===== src/inc/sft_pkg.sv =====
// constants, modes and carrier types of the supply and thermal fault status bank
package sft_pkg;

    // register addresses carried in the 7-bit address field
    localparam logic [6:0] SFT_ADDR_SUP_HIGH  = 7'h40;
    localparam logic [6:0] SFT_ADDR_SUP_LOW   = 7'h41;
    localparam logic [6:0] SFT_ADDR_THERM     = 7'h42;

    // reset and restart values
    localparam logic [7:0] SFT_SUP_HIGH_RST   = 8'h00;
    localparam logic [7:0] SFT_SUP_LOW_POR    = 8'h80;
    localparam logic [7:0] SFT_SUP_LOW_SOFT   = 8'h00;
    localparam logic [7:0] SFT_THERM_RST      = 8'h00;
    localparam logic [7:0] SFT_THERM_RESTART  = 8'h0F;
    localparam logic [7:0] SFT_READ_UNMAPPED  = 8'h00;

    // implemented bits of each register, everything else reads zero
    localparam logic [7:0] SFT_SUP_HIGH_USED  = 8'h63;
    localparam logic [7:0] SFT_SUP_LOW_USED   = 8'h9D;
    localparam logic [7:0] SFT_THERM_USED     = 8'h0F;

    // field positions, first supply register
    localparam int unsigned SFT_B_BATT_LOW    = 6;
    localparam int unsigned SFT_B_BATT_HIGH   = 5;
    localparam int unsigned SFT_B_MAIN_OVER   = 1;
    localparam int unsigned SFT_B_MAIN_PREW   = 0;
    // field positions, second supply register
    localparam int unsigned SFT_B_POR         = 7;
    localparam int unsigned SFT_B_AUX_HOT     = 4;
    localparam int unsigned SFT_B_AUX_LOW     = 3;
    localparam int unsigned SFT_B_MAIN_SHORT  = 2;
    localparam int unsigned SFT_B_MAIN_LOW    = 0;
    // field positions, thermal register
    localparam int unsigned SFT_B_SAFE        = 3;
    localparam int unsigned SFT_B_SEVERE      = 2;
    localparam int unsigned SFT_B_MODULE      = 1;
    localparam int unsigned SFT_B_TPREW       = 0;

    // serial frame layout, bit 0 first
    localparam int unsigned SFT_B_ACCESS      = 7;
    localparam logic [4:0]  SFT_LAST_ADDR_BIT = 5'h07;
    localparam logic [4:0]  SFT_FIRST_DATA    = 5'h08;
    localparam logic [4:0]  SFT_LAST_BIT      = 5'h0F;

    // timing
    localparam int unsigned SFT_CLK_MHZ       = 100;
    localparam int unsigned SFT_SHORT_TIME_US = 2000;
    localparam int unsigned SFT_SHORT_CYCLES  = SFT_SHORT_TIME_US * SFT_CLK_MHZ;
    localparam logic [4:0]  SFT_SAFE_EVENTS   = 5'h10;
    localparam logic [4:0]  SFT_EVENT_MAX     = 5'h1F;

    // operating modes of the device
    typedef enum logic [2:0] {
        SFT_MODE_INIT,
        SFT_MODE_NORMAL,
        SFT_MODE_STOP,
        SFT_MODE_SLEEP,
        SFT_MODE_RESTART,
        SFT_MODE_FAIL_SAFE
    } sft_mode_t;

    // serial frame receiver states
    typedef enum logic [2:0] {
        SFT_SPI_IDLE,
        SFT_SPI_ADDR,
        SFT_SPI_DATA,
        SFT_SPI_FULL,
        SFT_SPI_BAD
    } sft_spi_t;

    // comparator levels from the analog side, asynchronous
    typedef struct packed {
        logic battery_low;
        logic battery_high;
        logic main_reg_over;
        logic main_reg_prewarn;
        logic aux_reg_hot;
        logic aux_reg_low;
        logic main_reg_below_reset;
        logic load_peak_threshold;
        logic thermal_prewarn;
        logic module_shutdown;
        logic severe_shutdown;
    } sft_det_t;

    // control from the mode logic, same clock
    typedef struct packed {
        sft_mode_t mode;
        logic      main_reg_enabled;
        logic      charge_pump_on;
        logic      reset_out_n;
        logic      soft_reset;
        logic      restart_entry;
    } sft_ctrl_t;

endpackage : sft_pkg


===== src/rtl/sft_hold_timer.sv =====
// timer that flags a level held for more than a given number of cycles
`timescale 1ns/100ps
module sft_hold_timer
    import sft_pkg::*;
#(
    parameter int unsigned LIMIT = SFT_SHORT_CYCLES
) (
    input  wire logic sys_clk,
    input  wire logic rst_n,
    input  wire logic run,
    output logic      expired
);
    localparam int unsigned CW = $clog2(LIMIT + 2);
    localparam logic [CW-1:0] LIM = CW'(LIMIT);

    typedef struct packed {
        logic [CW-1:0] count;
        logic          expired;
    } sft_tmr_t;

    sft_tmr_t s_reg;
    sft_tmr_t s_next;

    // count while held, expire one cycle past the limit, restart on drop
    always_comb begin
        s_next = s_reg;
        if (!run) begin
            s_next.count   = '0;
            s_next.expired = 1'b0;
        end else begin
            if (s_reg.count < LIM) begin
                s_next.count = s_reg.count + CW'(1);
            end
            s_next.expired = (s_reg.count >= LIM);
        end
    end

    always_ff @(posedge sys_clk or negedge rst_n) begin
        if (!rst_n) begin
            s_reg <= '0;
        end else begin
            s_reg <= s_next;
        end
    end

    assign expired = s_reg.expired;

endmodule : sft_hold_timer


===== src/rtl/sft_status_bank.sv =====
// supply and thermal fault status bank with its serial register port
`timescale 1ns/100ps

// Notes on behaviour
// reserved bits of all three status registers always read zero
// battery low flag latches only while the main regulator is enabled
// battery high flag latches only while the main regulator is enabled
// main regulator overvoltage latches its flag
// main regulator prewarning latches its flag, own fixed threshold
// stop mode blocks battery low unless high load or prewarning flag set
// battery high always active with charge pump, in stop only on load or prewarn
// power-on leaves second supply register at 0x80, soft reset leaves zero
// aux regulator overtemperature latches its flag
// aux regulator undervoltage latches its flag
// main regulator short flag after below reset level over 2 ms
// main regulator reset threshold crossing latches undervoltage flag
// sleep with main regulator off sets no short, over or low flags
// main low never in restart, init after reset release, always on short
// thermal register zero on reset, restart keeps only low nibble
// safe state flag after more than 16 consecutive severe shutdowns
// severe shutdown latches flag and requests fail-safe mode
// module shutdown latches flag and disables the affected module
// thermal prewarning latches its flag
// thermal flags stay set after cause goes, cleared only by host
// host frame access bit 7 one clears the byte, zero only reads
// status flags never clear or change on their own
// a set in the same cycle as a host clear wins
module sft_status_bank
    import sft_pkg::*;
#(
    parameter int unsigned SHORT_CYCLES = SFT_SHORT_CYCLES
) (
    input  wire logic      sys_clk,
    input  wire logic      rst_n,
    input  wire logic      spi_sclk,
    input  wire logic      spi_cs_n,
    input  wire logic      spi_mosi,
    output logic           spi_miso,
    output logic           spi_miso_oe,
    input  wire sft_det_t  det,
    input  wire sft_ctrl_t ctrl,
    output logic           fail_safe_req,
    output logic           module_disable,
    output logic           safe_wait_long
);

    typedef struct packed {
        logic [1:0] sclk_sy;
        logic [1:0] cs_n_sy;
        logic [1:0] mosi_sy;
        logic       sclk_last;
        logic       cs_last;
        sft_det_t   det_s1;
        sft_det_t   det_s2;
        sft_spi_t   spi_st;
        logic [4:0] bit_cnt;
        logic [7:0] rx_addr;
        logic [7:0] tx_shift;
        logic       miso;
        logic       miso_oe;
        logic [7:0] sup_high;
        logic [7:0] sup_low;
        logic [7:0] therm;
        logic [4:0] severe_cnt;
        logic       severe_last;
        logic       fail_safe;
    } sft_state_t;

    sft_state_t s_reg;
    sft_state_t s_next;

    logic       short_run;
    logic       short_hit;
    logic       sclk_rise;
    logic       sclk_fall;
    logic       cs_act;
    logic       allow_main;
    logic       low_ok;
    logic       high_ok;
    logic       main_low_upd;
    logic       severe_rise;
    logic       safe_hit;
    logic [7:0] rd_val;
    logic [7:0] set_high;
    logic [7:0] set_low;
    logic [7:0] set_therm;
    logic [2:0] clr_sel;
    sft_det_t   d;

    assign d = s_reg.det_s2;

    // short to ground: below reset level held while the regulator is on
    assign short_run = ctrl.main_reg_enabled & d.main_reg_below_reset;

    sft_hold_timer #(
        .LIMIT (SHORT_CYCLES)
    ) u_short_timer (
        .sys_clk (sys_clk),
        .rst_n   (rst_n),
        .run     (short_run),
        .expired (short_hit)
    );

    // edges seen on the second synchroniser stage only
    assign sclk_rise = s_reg.sclk_sy[1] & ~s_reg.sclk_last;
    assign sclk_fall = ~s_reg.sclk_sy[1] & s_reg.sclk_last;
    assign cs_act    = ~s_reg.cs_n_sy[1];

    // qualification of the battery, main overvoltage, short and main low flags by operating mode
    always_comb begin
        allow_main = !((ctrl.mode == SFT_MODE_SLEEP) && !ctrl.main_reg_enabled);
        low_ok     = ctrl.main_reg_enabled &&
                     ((ctrl.mode != SFT_MODE_STOP) || d.load_peak_threshold ||
                      s_reg.sup_high[SFT_B_MAIN_PREW]);
        high_ok    = ctrl.main_reg_enabled &&
                     (ctrl.charge_pump_on || (ctrl.mode != SFT_MODE_STOP) ||
                      d.load_peak_threshold || s_reg.sup_high[SFT_B_MAIN_PREW]);
        main_low_upd = allow_main &&
                       (short_hit || (ctrl.mode == SFT_MODE_NORMAL) ||
                        (ctrl.mode == SFT_MODE_STOP) ||
                        ((ctrl.mode == SFT_MODE_INIT) && ctrl.reset_out_n));
    end

    // severe shutdown events counted until normal operation resumes
    assign severe_rise = d.severe_shutdown & ~s_reg.severe_last;
    assign safe_hit    = severe_rise && (s_reg.severe_cnt >= SFT_SAFE_EVENTS);

    // set terms, reserved positions never set
    always_comb begin
        set_high = '0;
        set_low  = '0;
        set_therm = '0;
        set_high[SFT_B_BATT_LOW]   = low_ok & d.battery_low;
        set_high[SFT_B_BATT_HIGH]  = high_ok & d.battery_high;
        set_high[SFT_B_MAIN_OVER]  = allow_main & d.main_reg_over;
        set_high[SFT_B_MAIN_PREW]  = d.main_reg_prewarn;
        set_low[SFT_B_AUX_HOT]     = d.aux_reg_hot;
        set_low[SFT_B_AUX_LOW]     = d.aux_reg_low;
        set_low[SFT_B_MAIN_SHORT]  = allow_main & short_hit;
        set_low[SFT_B_MAIN_LOW]    = main_low_upd & d.main_reg_below_reset;
        set_therm[SFT_B_SAFE]      = safe_hit;
        set_therm[SFT_B_SEVERE]    = d.severe_shutdown;
        set_therm[SFT_B_MODULE]    = d.module_shutdown;
        set_therm[SFT_B_TPREW]     = d.thermal_prewarn;
    end

    // read data, unmapped addresses answer zero
    always_comb begin
        unique case (s_reg.rx_addr[6:0])
            SFT_ADDR_SUP_HIGH: rd_val = s_reg.sup_high & SFT_SUP_HIGH_USED;
            SFT_ADDR_SUP_LOW:  rd_val = s_reg.sup_low & SFT_SUP_LOW_USED;
            SFT_ADDR_THERM:    rd_val = s_reg.therm & SFT_THERM_USED;
            default:           rd_val = SFT_READ_UNMAPPED;
        endcase
    end

    // frame receiver, status update and event counting
    always_comb begin
        s_next  = s_reg;
        clr_sel = 3'b000;

        // two-stage synchronisers, first stage feeds the second only
        s_next.sclk_sy   = {s_reg.sclk_sy[0], spi_sclk};
        s_next.cs_n_sy   = {s_reg.cs_n_sy[0], spi_cs_n};
        s_next.mosi_sy   = {s_reg.mosi_sy[0], spi_mosi};
        s_next.det_s1    = det;
        s_next.det_s2    = s_reg.det_s1;
        s_next.sclk_last = s_reg.sclk_sy[1];
        s_next.cs_last   = s_reg.cs_n_sy[1];

        unique case (s_reg.spi_st)
            SFT_SPI_IDLE: begin
                s_next.miso    = 1'b0;
                s_next.miso_oe = 1'b0;
                if (cs_act) begin
                    s_next.spi_st  = SFT_SPI_ADDR;
                    s_next.bit_cnt = '0;
                    s_next.miso_oe = 1'b1;
                end
            end
            SFT_SPI_ADDR: begin
                if (!cs_act) begin
                    s_next.spi_st = SFT_SPI_IDLE;
                end else if (sclk_rise) begin
                    s_next.rx_addr[s_reg.bit_cnt[2:0]] = s_reg.mosi_sy[1];
                    s_next.bit_cnt = s_reg.bit_cnt + 5'h01;
                    if (s_reg.bit_cnt == SFT_LAST_ADDR_BIT) begin
                        s_next.spi_st = SFT_SPI_DATA;
                    end
                end
            end
            SFT_SPI_DATA: begin
                // short frames are dropped without any clear
                if (!cs_act) begin
                    s_next.spi_st = SFT_SPI_IDLE;
                end else if (sclk_rise) begin
                    s_next.bit_cnt = s_reg.bit_cnt + 5'h01;
                    if (s_reg.bit_cnt == SFT_LAST_BIT) begin
                        s_next.spi_st = SFT_SPI_FULL;
                    end
                end else if (sclk_fall) begin
                    if (s_reg.bit_cnt == SFT_FIRST_DATA) begin
                        s_next.tx_shift = rd_val;
                        s_next.miso     = rd_val[0];
                    end else begin
                        s_next.tx_shift = {1'b0, s_reg.tx_shift[7:1]};
                        s_next.miso     = s_reg.tx_shift[1];
                    end
                end
            end
            SFT_SPI_FULL: begin
                if (!cs_act) begin
                    // clear only on a whole frame with the access bit set
                    if (s_reg.rx_addr[SFT_B_ACCESS]) begin
                        clr_sel[0] = (s_reg.rx_addr[6:0] == SFT_ADDR_SUP_HIGH);
                        clr_sel[1] = (s_reg.rx_addr[6:0] == SFT_ADDR_SUP_LOW);
                        clr_sel[2] = (s_reg.rx_addr[6:0] == SFT_ADDR_THERM);
                    end
                    s_next.spi_st = SFT_SPI_IDLE;
                end else if (sclk_rise) begin
                    s_next.spi_st = SFT_SPI_BAD;
                end
            end
            SFT_SPI_BAD: begin
                if (!cs_act) begin
                    s_next.spi_st = SFT_SPI_IDLE;
                end
            end
            default: begin
                s_next.spi_st = SFT_SPI_IDLE;
            end
        endcase

        // sticky flags: clear first, then the set wins over it
        s_next.sup_high = ((clr_sel[0] ? 8'h00 : s_reg.sup_high) | set_high)
                          & SFT_SUP_HIGH_USED;
        s_next.sup_low  = ((clr_sel[1] ? 8'h00 : s_reg.sup_low) | set_low)
                          & SFT_SUP_LOW_USED;
        s_next.therm    = ((clr_sel[2] ? 8'h00 : s_reg.therm) | set_therm)
                          & SFT_THERM_USED;

        // consecutive severe events, run resets once normal mode is back
        s_next.severe_last = d.severe_shutdown;
        s_next.fail_safe   = severe_rise;
        if (severe_rise) begin
            if (s_reg.severe_cnt != SFT_EVENT_MAX) begin
                s_next.severe_cnt = s_reg.severe_cnt + 5'h01;
            end
        end else if (ctrl.mode == SFT_MODE_NORMAL) begin
            s_next.severe_cnt = '0;
        end

        // restart keeps the thermal low nibble only
        if (ctrl.restart_entry) begin
            s_next.therm = s_next.therm & SFT_THERM_RESTART;
        end

        // soft reset takes every register to its soft value
        if (ctrl.soft_reset) begin
            s_next.sup_high   = SFT_SUP_HIGH_RST;
            s_next.sup_low    = SFT_SUP_LOW_SOFT;
            s_next.therm      = SFT_THERM_RST;
            s_next.severe_cnt = '0;
        end
    end

    // power-on reset marks the power-on bit, chip select idles high
    always_ff @(posedge sys_clk or negedge rst_n) begin
        if (!rst_n) begin
            s_reg          <= '0;
            s_reg.cs_n_sy  <= 2'b11;
            s_reg.cs_last  <= 1'b1;
            s_reg.sup_high <= SFT_SUP_HIGH_RST;
            s_reg.sup_low  <= SFT_SUP_LOW_POR;
            s_reg.therm    <= SFT_THERM_RST;
        end else begin
            s_reg <= s_next;
        end
    end

    assign spi_miso       = s_reg.miso;
    assign spi_miso_oe    = s_reg.miso_oe;
    assign fail_safe_req  = s_reg.fail_safe;
    assign module_disable = s_reg.therm[SFT_B_MODULE];
    assign safe_wait_long = s_reg.therm[SFT_B_SAFE];

    // helper: cycles the short condition has been held
    logic [31:0] run_cnt;
    always_ff @(posedge sys_clk or negedge rst_n) begin
        if (!rst_n) begin
            run_cnt <= '0;
        end else if (!short_run) begin
            run_cnt <= '0;
        end else if (run_cnt != 32'hFFFF_FFFF) begin
            run_cnt <= run_cnt + 32'h0000_0001;
        end
    end
endmodule : sft_status_bank


===== config.mk =====
export PLATFORM = sky130hd
export DESIGN_NAME = sft_status_bank
export DESIGN_NICKNAME = d
export VERILOG_FILES = /design/src/inc/sft_pkg.sv /design/src/rtl/sft_hold_timer.sv /design/src/rtl/sft_status_bank.sv
export SDC_FILE = /design/constraint.sdc
export NUM_CORES = 1
export LEC_CHECK = 0
export BUFFER_PORTS_ARGS = -buffer_cell sky130_fd_sc_hd__buf_4
export CORE_MARGIN = 8
export CORE_UTILIZATION = 54
export CTS_CLUSTER_SIZE = 20
export DETAILED_ROUTE_END_ITERATION = 8
export PLACE_DENSITY = 0.76
export SLEW_MARGIN = 25
export SYNTH_ARGS = -nofsm -noshare
export SYNTH_HDL_FRONTEND = slang
export SYNTH_SLANG_ARGS = --single-unit

===== constraint.sdc =====
create_clock -name sys_clk -period 1.8 [get_ports sys_clk]
set_input_delay 0.09 -clock sys_clk [delete_from_list [all_inputs] [get_ports sys_clk]]
set_output_delay 0.09 -clock sys_clk [all_outputs]
set_load 0.1 [all_outputs]

==> out/metrics.yaml, run 1 <==
run_status:
  outcome: "complete, no violations"
worst_setup_path:
  crit_arrival_ps: 2030
  worstSetupPathType: "reg -> reg"
  crit_top_cell: "a21oi_2"
  path_cells: "nor4_4 -> a21oi_2 -> buf_12 -> or4_4 -> a21oi_2"
  cp_max_fo: 15
  crit_slowest_cell: "or4_4"
  required_ps: 2070
  slowest_delay_ps: 510
  crit_family: "simple AND/OR/NAND/NOR gates"
  startpoint_type: "flop"
  worstSetupEndpointType: "flop"
  cp.buffers_inverters: 1
synthesis:
  synthSimpleGateAreaFrac_pct: 17.8
  yosysWarningCount: 0
  synth.most_common_cell: "dfrtp_1"
  synth_edf_count: 0
  synth_cell_types: 52
  syn_area_mm2: 0.00402
  synth_top_area_share_pct: 56.0
  seq_area_frac_synth_pct: 58.0
  synthAdderAreaFrac_pct: 2.18
  ys_ff_latch: 93
  synth_top_family_by_area: "simple AND/OR/NAND/NOR gates"
  synth_area_leaders: "dfrtp_1 56%, nand2_1 3.4%, o21ai_0 3.4%"
  synth_area_leader_cell: "dfrtp_1"
  postSynthCellCount: 366
  synthTopCellsByCount: "90 x dfrtp_1, 36 x nand2_1, 27 x o21ai_0, 22 x a21oi_1, 17 x nor2_1"
  synth_mux_area_share_pct: 3.02
  synth-xor-area-share_pct: 0.872
  synth_compound_area_share_pct: 15.6
  synth-main-ff-cell: "dfrtp_1"
  syn_nets: 397
  async_reset_ff_share_pct: 100
  syn_avg_cell_area_um2: 11.0
floorplanning:
  dieArea_mm2: 0.0105
  die_h_um: 102
  pin_count: 29
  initial_utilization_pct: 55.7
  dieWidth_um: 102
  core_area_mm2: 0.00721
  rows: 31
sta:
  skew_ps: 11.1
  finalCritPeriodShare_pct: 97.8
  max_freq_mhz: 568
  period_minus_slack_ps: 1760
  finalSetupTns_ps: 0
  drv_slew: 0
  tightest_slew_ps: 653
  finalHoldViolCount: 0
  max_slew_margin_pct: 56.3
  setup_viol: 0
  grt_setup_unrepaired: "yes"
  hold_ws_ps: 35.8
  final.setup.worst_slack_ps: 40.2
placement:
  placed_cells: 507
  dp_hpwl_um: 5880
  pre_cts_slack_ps: -15.8
  dpl_cell_area_mm2: 0.00454
  portBuffers: 27
  place_congestion: 0.854
drt:
  first_iter_violations: 75
  first_pass_iters: 4
  postRouteAntennaNets: 0
  avgViaCountPerCell: 5.66
  route.detailed.drc: 0
  wl_um: 8740
  wire_per_inst_um: 16.1
  via_count: 3071
clocking:
  clk_pin_slew_ps: 90
  cts.sinks: 93
  cts_inserted_buffers: 9
  cts_tree: "yes"
  cts_root_buffer: "clkbuf_8"
  clockBufferDepth: 2
  clock_latency_ps: 350
  htreeDepth: 3
global_route:
  grt_antenna_before_repair: 0
  grt_first_pass_wirelength_um: 14700
  overflow: 0
  grt_max_degree: 35
  grt_pass1_vias: 3077
  groute.usage.overall_pct: 18.0
power_and_ir_drop:
  p_switching_mw: 1.36
  combPwrFrac_pct: 18.7
  seqPwrFrac_pct: 50.5
  power.density_cell_area_mw_per_mm2: 931
  finalPower_mw: 4.68
  vdd_ir_drop_max_mv: 0.673
  p_sw_share_pct: 29.1
  p_clk_share_pct: 30.8
  p_int_mw: 3.32
  p_leak_nw: 2.17
cells_and_area:
  fin_cells: 543
  drive_gt1_share_pct: 24.3
  utilization_pct: 69.7
  largest_reg_flops: 34
  fillers: 536
  final_cell_area_mm2: 0.00503
  n_antenna_cell: 0
  fin_nets: 470
  area_delta_synth_final_pct: 25.1
worst_hold_path:
  hp-class: "in -> reg"
flow_run:
  cap_violations: 0
-- worst min-delay path, cell delays in order --
cell and delay [ps]:
buf_4 80, nor2_1 30, o2bb2ai_1 150
-- cell type report --
cell class	instances	area, µm²	area share, %
clock buffer	10	138	2.74
clock inverter	6	75.1	1.49
inverter	11	41.3	0.821
multi-input combinational	248	1650	32.9
sequential	93	2330	46.4
tap	99	124	2.46
timing repair buffer	76	663	13.2
-- cells by family after synthesis --
| kind of cell | count (synthesis) |
|---|---|
| buffers and inverters | 25 |
| multiplexers | 11 |
| XOR/XNOR | 4 |
| AND/OR/NAND/NOR | 131 |
| flip-flops | 93 |
| AO/OA/AOI/OAI | 95 |
| adder cells (fa/ha/maj) | 7 |
-- timing repair --
action | 4_1_cts | 5_1_grt
hold buffers | 15 | 0
buffers inserted | 0 | 4
setup endpoints to repair | 3 | 23
gates resized for setup | 2 | 17
hold endpoints to repair | 45 | 0
cloned | 0 | 1
pin swaps | 0 | 4
-- routing by layer --
metal,part of all wire (%),wire [µm],GRT usage (%),vias up
met5,0,0,0,-
met4,1.3,115,6.43,0
met3,3.7,322,5.18,9
met2,52,4540,30.2,49
met1,43,3760,21.6,1521
li1,-,-,-,1492
-- power groups by stage --
stage | clock [mW] | combinational [mW] | sequential [mW]
finish | 1.44 | 0.876 | 2.36
floorplan | 0 | 0.421 | 2.43
global route | 1.57 | 0.963 | 2.38
global placement | 0 | 0.762 | 2.38
CTS | 1.50 | 0.818 | 2.35
detailed placement | 0 | 0.789 | 2.39
-- worst paths after layout --
check                                              from                 endpoint  slack (ps)  cells after the start
worst max register to register  u_short_timer.s_reg[13]  u_short_timer.s_reg[15]          40                      5
worst max-delay path            u_short_timer.s_reg[13]  u_short_timer.s_reg[15]          40                      5
max in group asynchronous                         rst_n  u_short_timer.s_reg[15]        1050                      3
worst min-delay path                            ctrl[3]                s_reg[28]          40                      3
min in group asynchronous                         rst_n                s_reg[54]         220                      2
worst min register to register               s_next[82]                s_reg[82]         360                      0
-- layout by cell type (no fill, tap or decap), drive strengths merged, types with 2 or more instances in the layout --
cell	instances
mux2	9
a32o	2
dfrtp	90
a22o	8
xor2	2
a31oi	2
and3	3
inv	15
and4	2
nand2	36
mux2i	2
nor3	11
nand3	12
xnor2	2
o21ai	28
a32oi	3
o41ai	6
a21oi	22
a22oi	3
dlygate4sd3	15
nand4	9
or3	10
nor2b	8
clkbuf	11
ha	7
dfstp	3
o2bb2ai	2
or4	5
nand2b	4
and2	5
o31ai	6
o21a	5
nor2	17
buf	60
nor4	3
No activity file was read; power rests on OpenSTA's default activity.
==> inputs of run 2 (changes only) <==
CORE_UTILIZATION = 55   (was 54)
CTS_BUF_LIST = sky130_fd_sc_hd__clkbuf_8   (was not set)
GPL_TIMING_DRIVEN = 1   (was not set)
PLACE_DENSITY = 0.78   (was 0.76)
==> run 2 against run 1 <==
  * First-iteration DRC count grew to 2.6 times the previous value
  * Sequential share of layout area down 0.22 points
  * Worst setup slack lost 38 ps
  * Count of clock-buffer cells in the layout decreased by 1
  * Clock power is 9% higher
  * Global-route usage grew 0.38 points
  * Combinational power fell by 2%
  * Clock skew fell by 5.5 ps
  * Worst hold slack improved by 23 ps
  * Power rose by 2.1%
  * Critical path depth unchanged
  * Cell count increased by 0.18%
  * Largest cell class unchanged
  * Largest power group unchanged
==> out/metrics.yaml, run 2 (synthesized netlist as in run 1, its figures left out) <==
sta:
  max_slew_margin_pct: 58.2
  grt_setup_unrepaired: "yes"
  finalCritPeriodShare_pct: 99.9
  max_freq_mhz: 556
  drv_slew: 0
  finalHoldViolCount: 0
  period_minus_slack_ps: 1800
  final.setup.worst_slack_ps: 1.93
  tightest_slew_ps: 625
  setup_viol: 0
  hold_ws_ps: 59.0
  finalSetupTns_ps: 0
  skew_ps: 5.64
worst_setup_path:
  worstSetupEndpointType: "flop"
  r2r_setup_slack_ps: 2
  startpoint_type: "flop"
  worstSetupPathType: "reg -> reg"
  required_ps: 2070
  r2r-start: "u_short_timer.s_reg[16]"
  cp_max_fo: 15
  r2r_cells: 5
  crit_arrival_ps: 2070
  r2r-end: "u_short_timer.s_reg[13]"
floorplanning:
  dieWidth_um: 101
  pin_count: 29
  initial_utilization_pct: 56.0
  dieArea_mm2: 0.0103
  die_h_um: 101
  core_area_mm2: 0.00718
  rows: 31
flow_run:
  cap_violations: 0
drt:
  via_count: 3123
  wire_per_inst_um: 16.6
  first_pass_iters: 4
  route.detailed.drc: 0
  first_iter_violations: 198
  postRouteAntennaNets: 0
  avgViaCountPerCell: 5.74
  wl_um: 9010
clocking:
  cts.sinks: 93
  cts_root_buffer: "clkbuf_8"
  clock_latency_ps: 360
  clockBufferDepth: 2
  cts_tree: "yes"
  cts_inserted_buffers: 9
  htreeDepth: 3
  clk_pin_slew_ps: 90
worst_hold_path:
  min_to: "s_reg[28]"
  hp-class: "in -> reg"
  hold_depth: 4
  min_from: "ctrl[1]"
cells_and_area:
  multi_input_area_mm2: 0.00167
  layout_commonest_cell: "dfrtp_1"
  n_antenna_cell: 0
  fin_nets: 471
  fillers: 513
  final_cell_area_mm2: 0.00505
  largest_reg_flops: 34
  drive_gt1_share_pct: 24.9
  ff_latch_area_mm2: 0.00233
  area_delta_synth_final_pct: 25.7
  final_cell_mix: "88 x dfrtp_1, 58 x buf_4, 36 x nand2_1"
placement:
  pre_cts_slack_ps: -8.51
  dp_hpwl_um: 5820
  dpl_cell_area_mm2: 0.00451
  place_congestion: 0.819
  portBuffers: 27
global_route:
  use_met3_pct: 3.44
  groute.usage.overall_pct: 18.4
  grt_busiest_layer: "met2"
  overflow: 0
  grt_antenna_before_repair: 0
  met2_usage_pct: 30.4
  gr-usage-met1_pct: 22.9
  grt_max_degree: 60
  grt_first_pass_wirelength_um: 15000
  grt_pass1_vias: 3192
run_status:
  outcome: "complete, no violations"
power_and_ir_drop:
  power.density_cell_area_mw_per_mm2: 945
  finalPower_mw: 4.78
  vdd_ir_drop_max_mv: 0.697
  p_leak_nw: 2.18
## run 2: layout make-up
cell class	count	share of cell area, %
flip-flops and latches	93	46.2
multi-input cells	248	33.0
repair buffers	77	13.1
clock buffers	9	2.45
well taps	99	2.45
clock inverters	7	2.03
inverters	11	0.817
## run 2: stage by stage
step           util, %  cells
2_1_floorplan        -    366
3_3_place_gp      62.9    505
3_5_place_dp      62.9    505
4_1_cts           68.5    538
5_1_grt           70.4    544
6_report          70.4    544
## run 2: power breakdown
group          switching, mW  total (mW)  internal, mW
combinational          0.479       0.858         0.379
clock                  0.764        1.57         0.802
sequential             0.136        2.35          2.22
total                   1.38        4.78          3.40
## run 2: how the worst max path moves through the flow
stage | start | endpoint | cells past startpoint
global placement | u_short_timer.s_reg[13] | u_short_timer.s_reg[16] | 5
global route | u_short_timer.s_reg[16] | u_short_timer.s_reg[13] | 5
finish | u_short_timer.s_reg[16] | u_short_timer.s_reg[13] | 5
CTS | s_reg[49] | s_reg[55] | 9
detailed placement | u_short_timer.s_reg[13] | u_short_timer.s_reg[16] | 5
floorplan | s_reg[50] | s_reg[56] | 8
## run 2: timing repair
action | CTS | global route
setup endpoints to repair | 2 | 30
resized for setup | 2 | 19
setup buffers | 1 | 5
hold endpoints to repair | 107 | 0
hold buffers | 16 | 0
cloned | 0 | 1
pin swaps | 1 | 9
## run 2: critical path, stage by stage (launching register included)
cell     delay, ps
dfrtp_2        440
nor4_4         350
a21oi_4        110
buf_12         160
or4_1          480
a21oi_1        160
## run 2: layer usage
metal,vias to the layer above,share of wire [%]
met5,-,0
met4,0,1.8
met3,14,3.7
met2,72,51
met1,1551,44
li1,1486,-
==> inputs of run 3 (changes only) <==
PLACE_DENSITY = 0.75   (was 0.78)
SETUP_SLACK_MARGIN = 0.4   (was not set)
clock period = 2.3 ns   (was 1.8 ns; I/O delays follow)
==> run 3 against run 2 <==
  * Wire length down 12%
  * Sequential power down 21%
  * Clock power decreased by 27%
  * Cell area fell by 4.4%
  * Register-to-register slack improved by 480 ps
  * Count of clock-buffer cells in the layout grew 1
  * Critical path type unchanged
  * Largest cell class unchanged
==> out/metrics.yaml, run 3 (synthesized netlist as in run 1, its figures left out) <==
run_status:
  outcome: "complete, no violations"
sta:
  max_slew_margin_pct: 59.8
  final.setup.worst_slack_ps: 480
  max_freq_mhz: 549
  drv_slew: 0
  grt_setup_unrepaired: "yes"
  skew_ps: 10.2
  period_minus_slack_ps: 1820
  hold_ws_ps: 23.9
  finalCritPeriodShare_pct: 79.1
  setup_viol: 0
  tightest_slew_ps: 602
  finalHoldViolCount: 0
  finalSetupTns_ps: 0
worst_setup_path:
  required_ps: 2570
  cp_max_fo: 7
  worstSetupPathType: "reg -> reg"
  worstSetupEndpointType: "flop"
  crit_arrival_ps: 2090
  startpoint_type: "flop"
clocking:
  cts_tree: "yes"
  htreeDepth: 3
  cts_inserted_buffers: 9
  cts_root_buffer: "clkbuf_8"
  clockBufferDepth: 2
  clk_pin_slew_ps: 90
  cts.sinks: 93
  clock_latency_ps: 360
drt:
  avgViaCountPerCell: 5.62
  met1_length_um: 3760
  dr.max_layer_used: "met4"
  route.met2.wl_um: 3830
  wl_um: 7950
  first_iter_violations: 82
  dr_wl_met3_um: 254
  wire_per_inst_um: 15.1
  first_pass_iters: 5
  via_count: 2958
  postRouteAntennaNets: 0
  route.detailed.drc: 0
cells_and_area:
  layout_commonest_cell: "dfrtp_1"
  final_cell_mix: "85 x dfrtp_1, 42 x buf_4, 36 x nand2_1"
  final_cell_area_mm2: 0.00483
  largest_reg_flops: 34
  n_antenna_cell: 0
  utilization_pct: 67.3
  drive_gt1_share_pct: 20.4
  area_delta_synth_final_pct: 20.2
  fin_cells: 526
  fillers: 522
  fin_nets: 453
placement:
  pre_cts_slack_ps: 336
  dpl_cell_area_mm2: 0.00436
  place_congestion: 0.836
  placed_cells: 486
  dp_hpwl_um: 5290
  portBuffers: 27
floorplanning:
  pin_count: 29
  dieArea_mm2: 0.0103
  rows: 31
  die_h_um: 101
  initial_utilization_pct: 56.0
  dieWidth_um: 101
  core_area_mm2: 0.00718
global_route:
  grt_pass1_vias: 2778
  overflow: 0
  grt_first_pass_wirelength_um: 13300
  groute.usage.overall_pct: 16.3
  grt_antenna_before_repair: 0
  grt_max_degree: 51
power_and_ir_drop:
  p_leak_nw: 2.06
  finalPower_mw: 3.58
  power.density_cell_area_mw_per_mm2: 742
  vdd_ir_drop_max_mv: 0.432
worst_hold_path:
  hp-class: "in -> reg"
flow_run:
  cap_violations: 0
[run 3: changes by cell type in the layout (fill, tap and decap cells not counted), moves of 2 or more]
cell | before | now
a21oi_2 | 1 | 3
buf_4 | 58 | 42
dfrtp_2 | 2 | 5
dfrtp_1 | 88 | 85
nor3_1 | 8 | 11
nor3_2 | 3 | 0
nor4_2 | 2 | 0
[run 3: final timing paths]
check                                  startpoint                 endpoint  slack [ps]  depth (start not counted)
min reg2reg                            s_next[57]                     d[0]         350                          0
min                                       ctrl[3]                s_reg[28]          20                          3
max                        u_short_timer.s_reg[3]  u_short_timer.s_reg[12]         480                          5
max reg2reg                u_short_timer.s_reg[3]  u_short_timer.s_reg[12]         480                          5
min in group asynchronous                   rst_n              spi_miso_oe         280                          2
max in group asynchronous                   rst_n  u_short_timer.s_reg[14]        1330                          3
[run 3: power breakdown]
group / internal (mW) / total (mW) / switching [mW] / leakage (nW)
sequential: 1.74 / 1.86 / 0.122 / 1.19
combinational: 0.252 / 0.589 / 0.337 / 0.757
clock: 0.544 / 1.14 / 0.591 / 0.109
[run 3: area by class of cell]
type	instances	area (µm²)	area share [%]
clock buffer	10	138	2.85
clock inverter	6	68.8	1.42
tap	99	124	2.56
sequential	93	2340	48.5
multi-input combinational	248	1620	33.5
timing repair buffer	59	497	10.3
inverter	11	41.3	0.855
[run 3: worst max-delay path: stages (launching register included)]
cell and delay (ps):
dfrtp_1 440, and4_1 380, and2_4 200, nand2_1 60, or4b_1 500, a21oi_1 150
[run 3: what timing repair did]
item	in CTS	in global routing
cloned	0	0
endpoints found under the setup margin	2	20
buffers inserted	1	8
endpoints found under the hold margin	54	0
hold buffers	15	0
resized for setup	1	14
pin swaps	1	2
[run 3: per-layer routing]
metal  vias up  GRT usage (%)
met5         -              0
met4         0           7.79
met3        11           2.82
met2        49           24.9
met1      1443           22.1
li1       1455              -
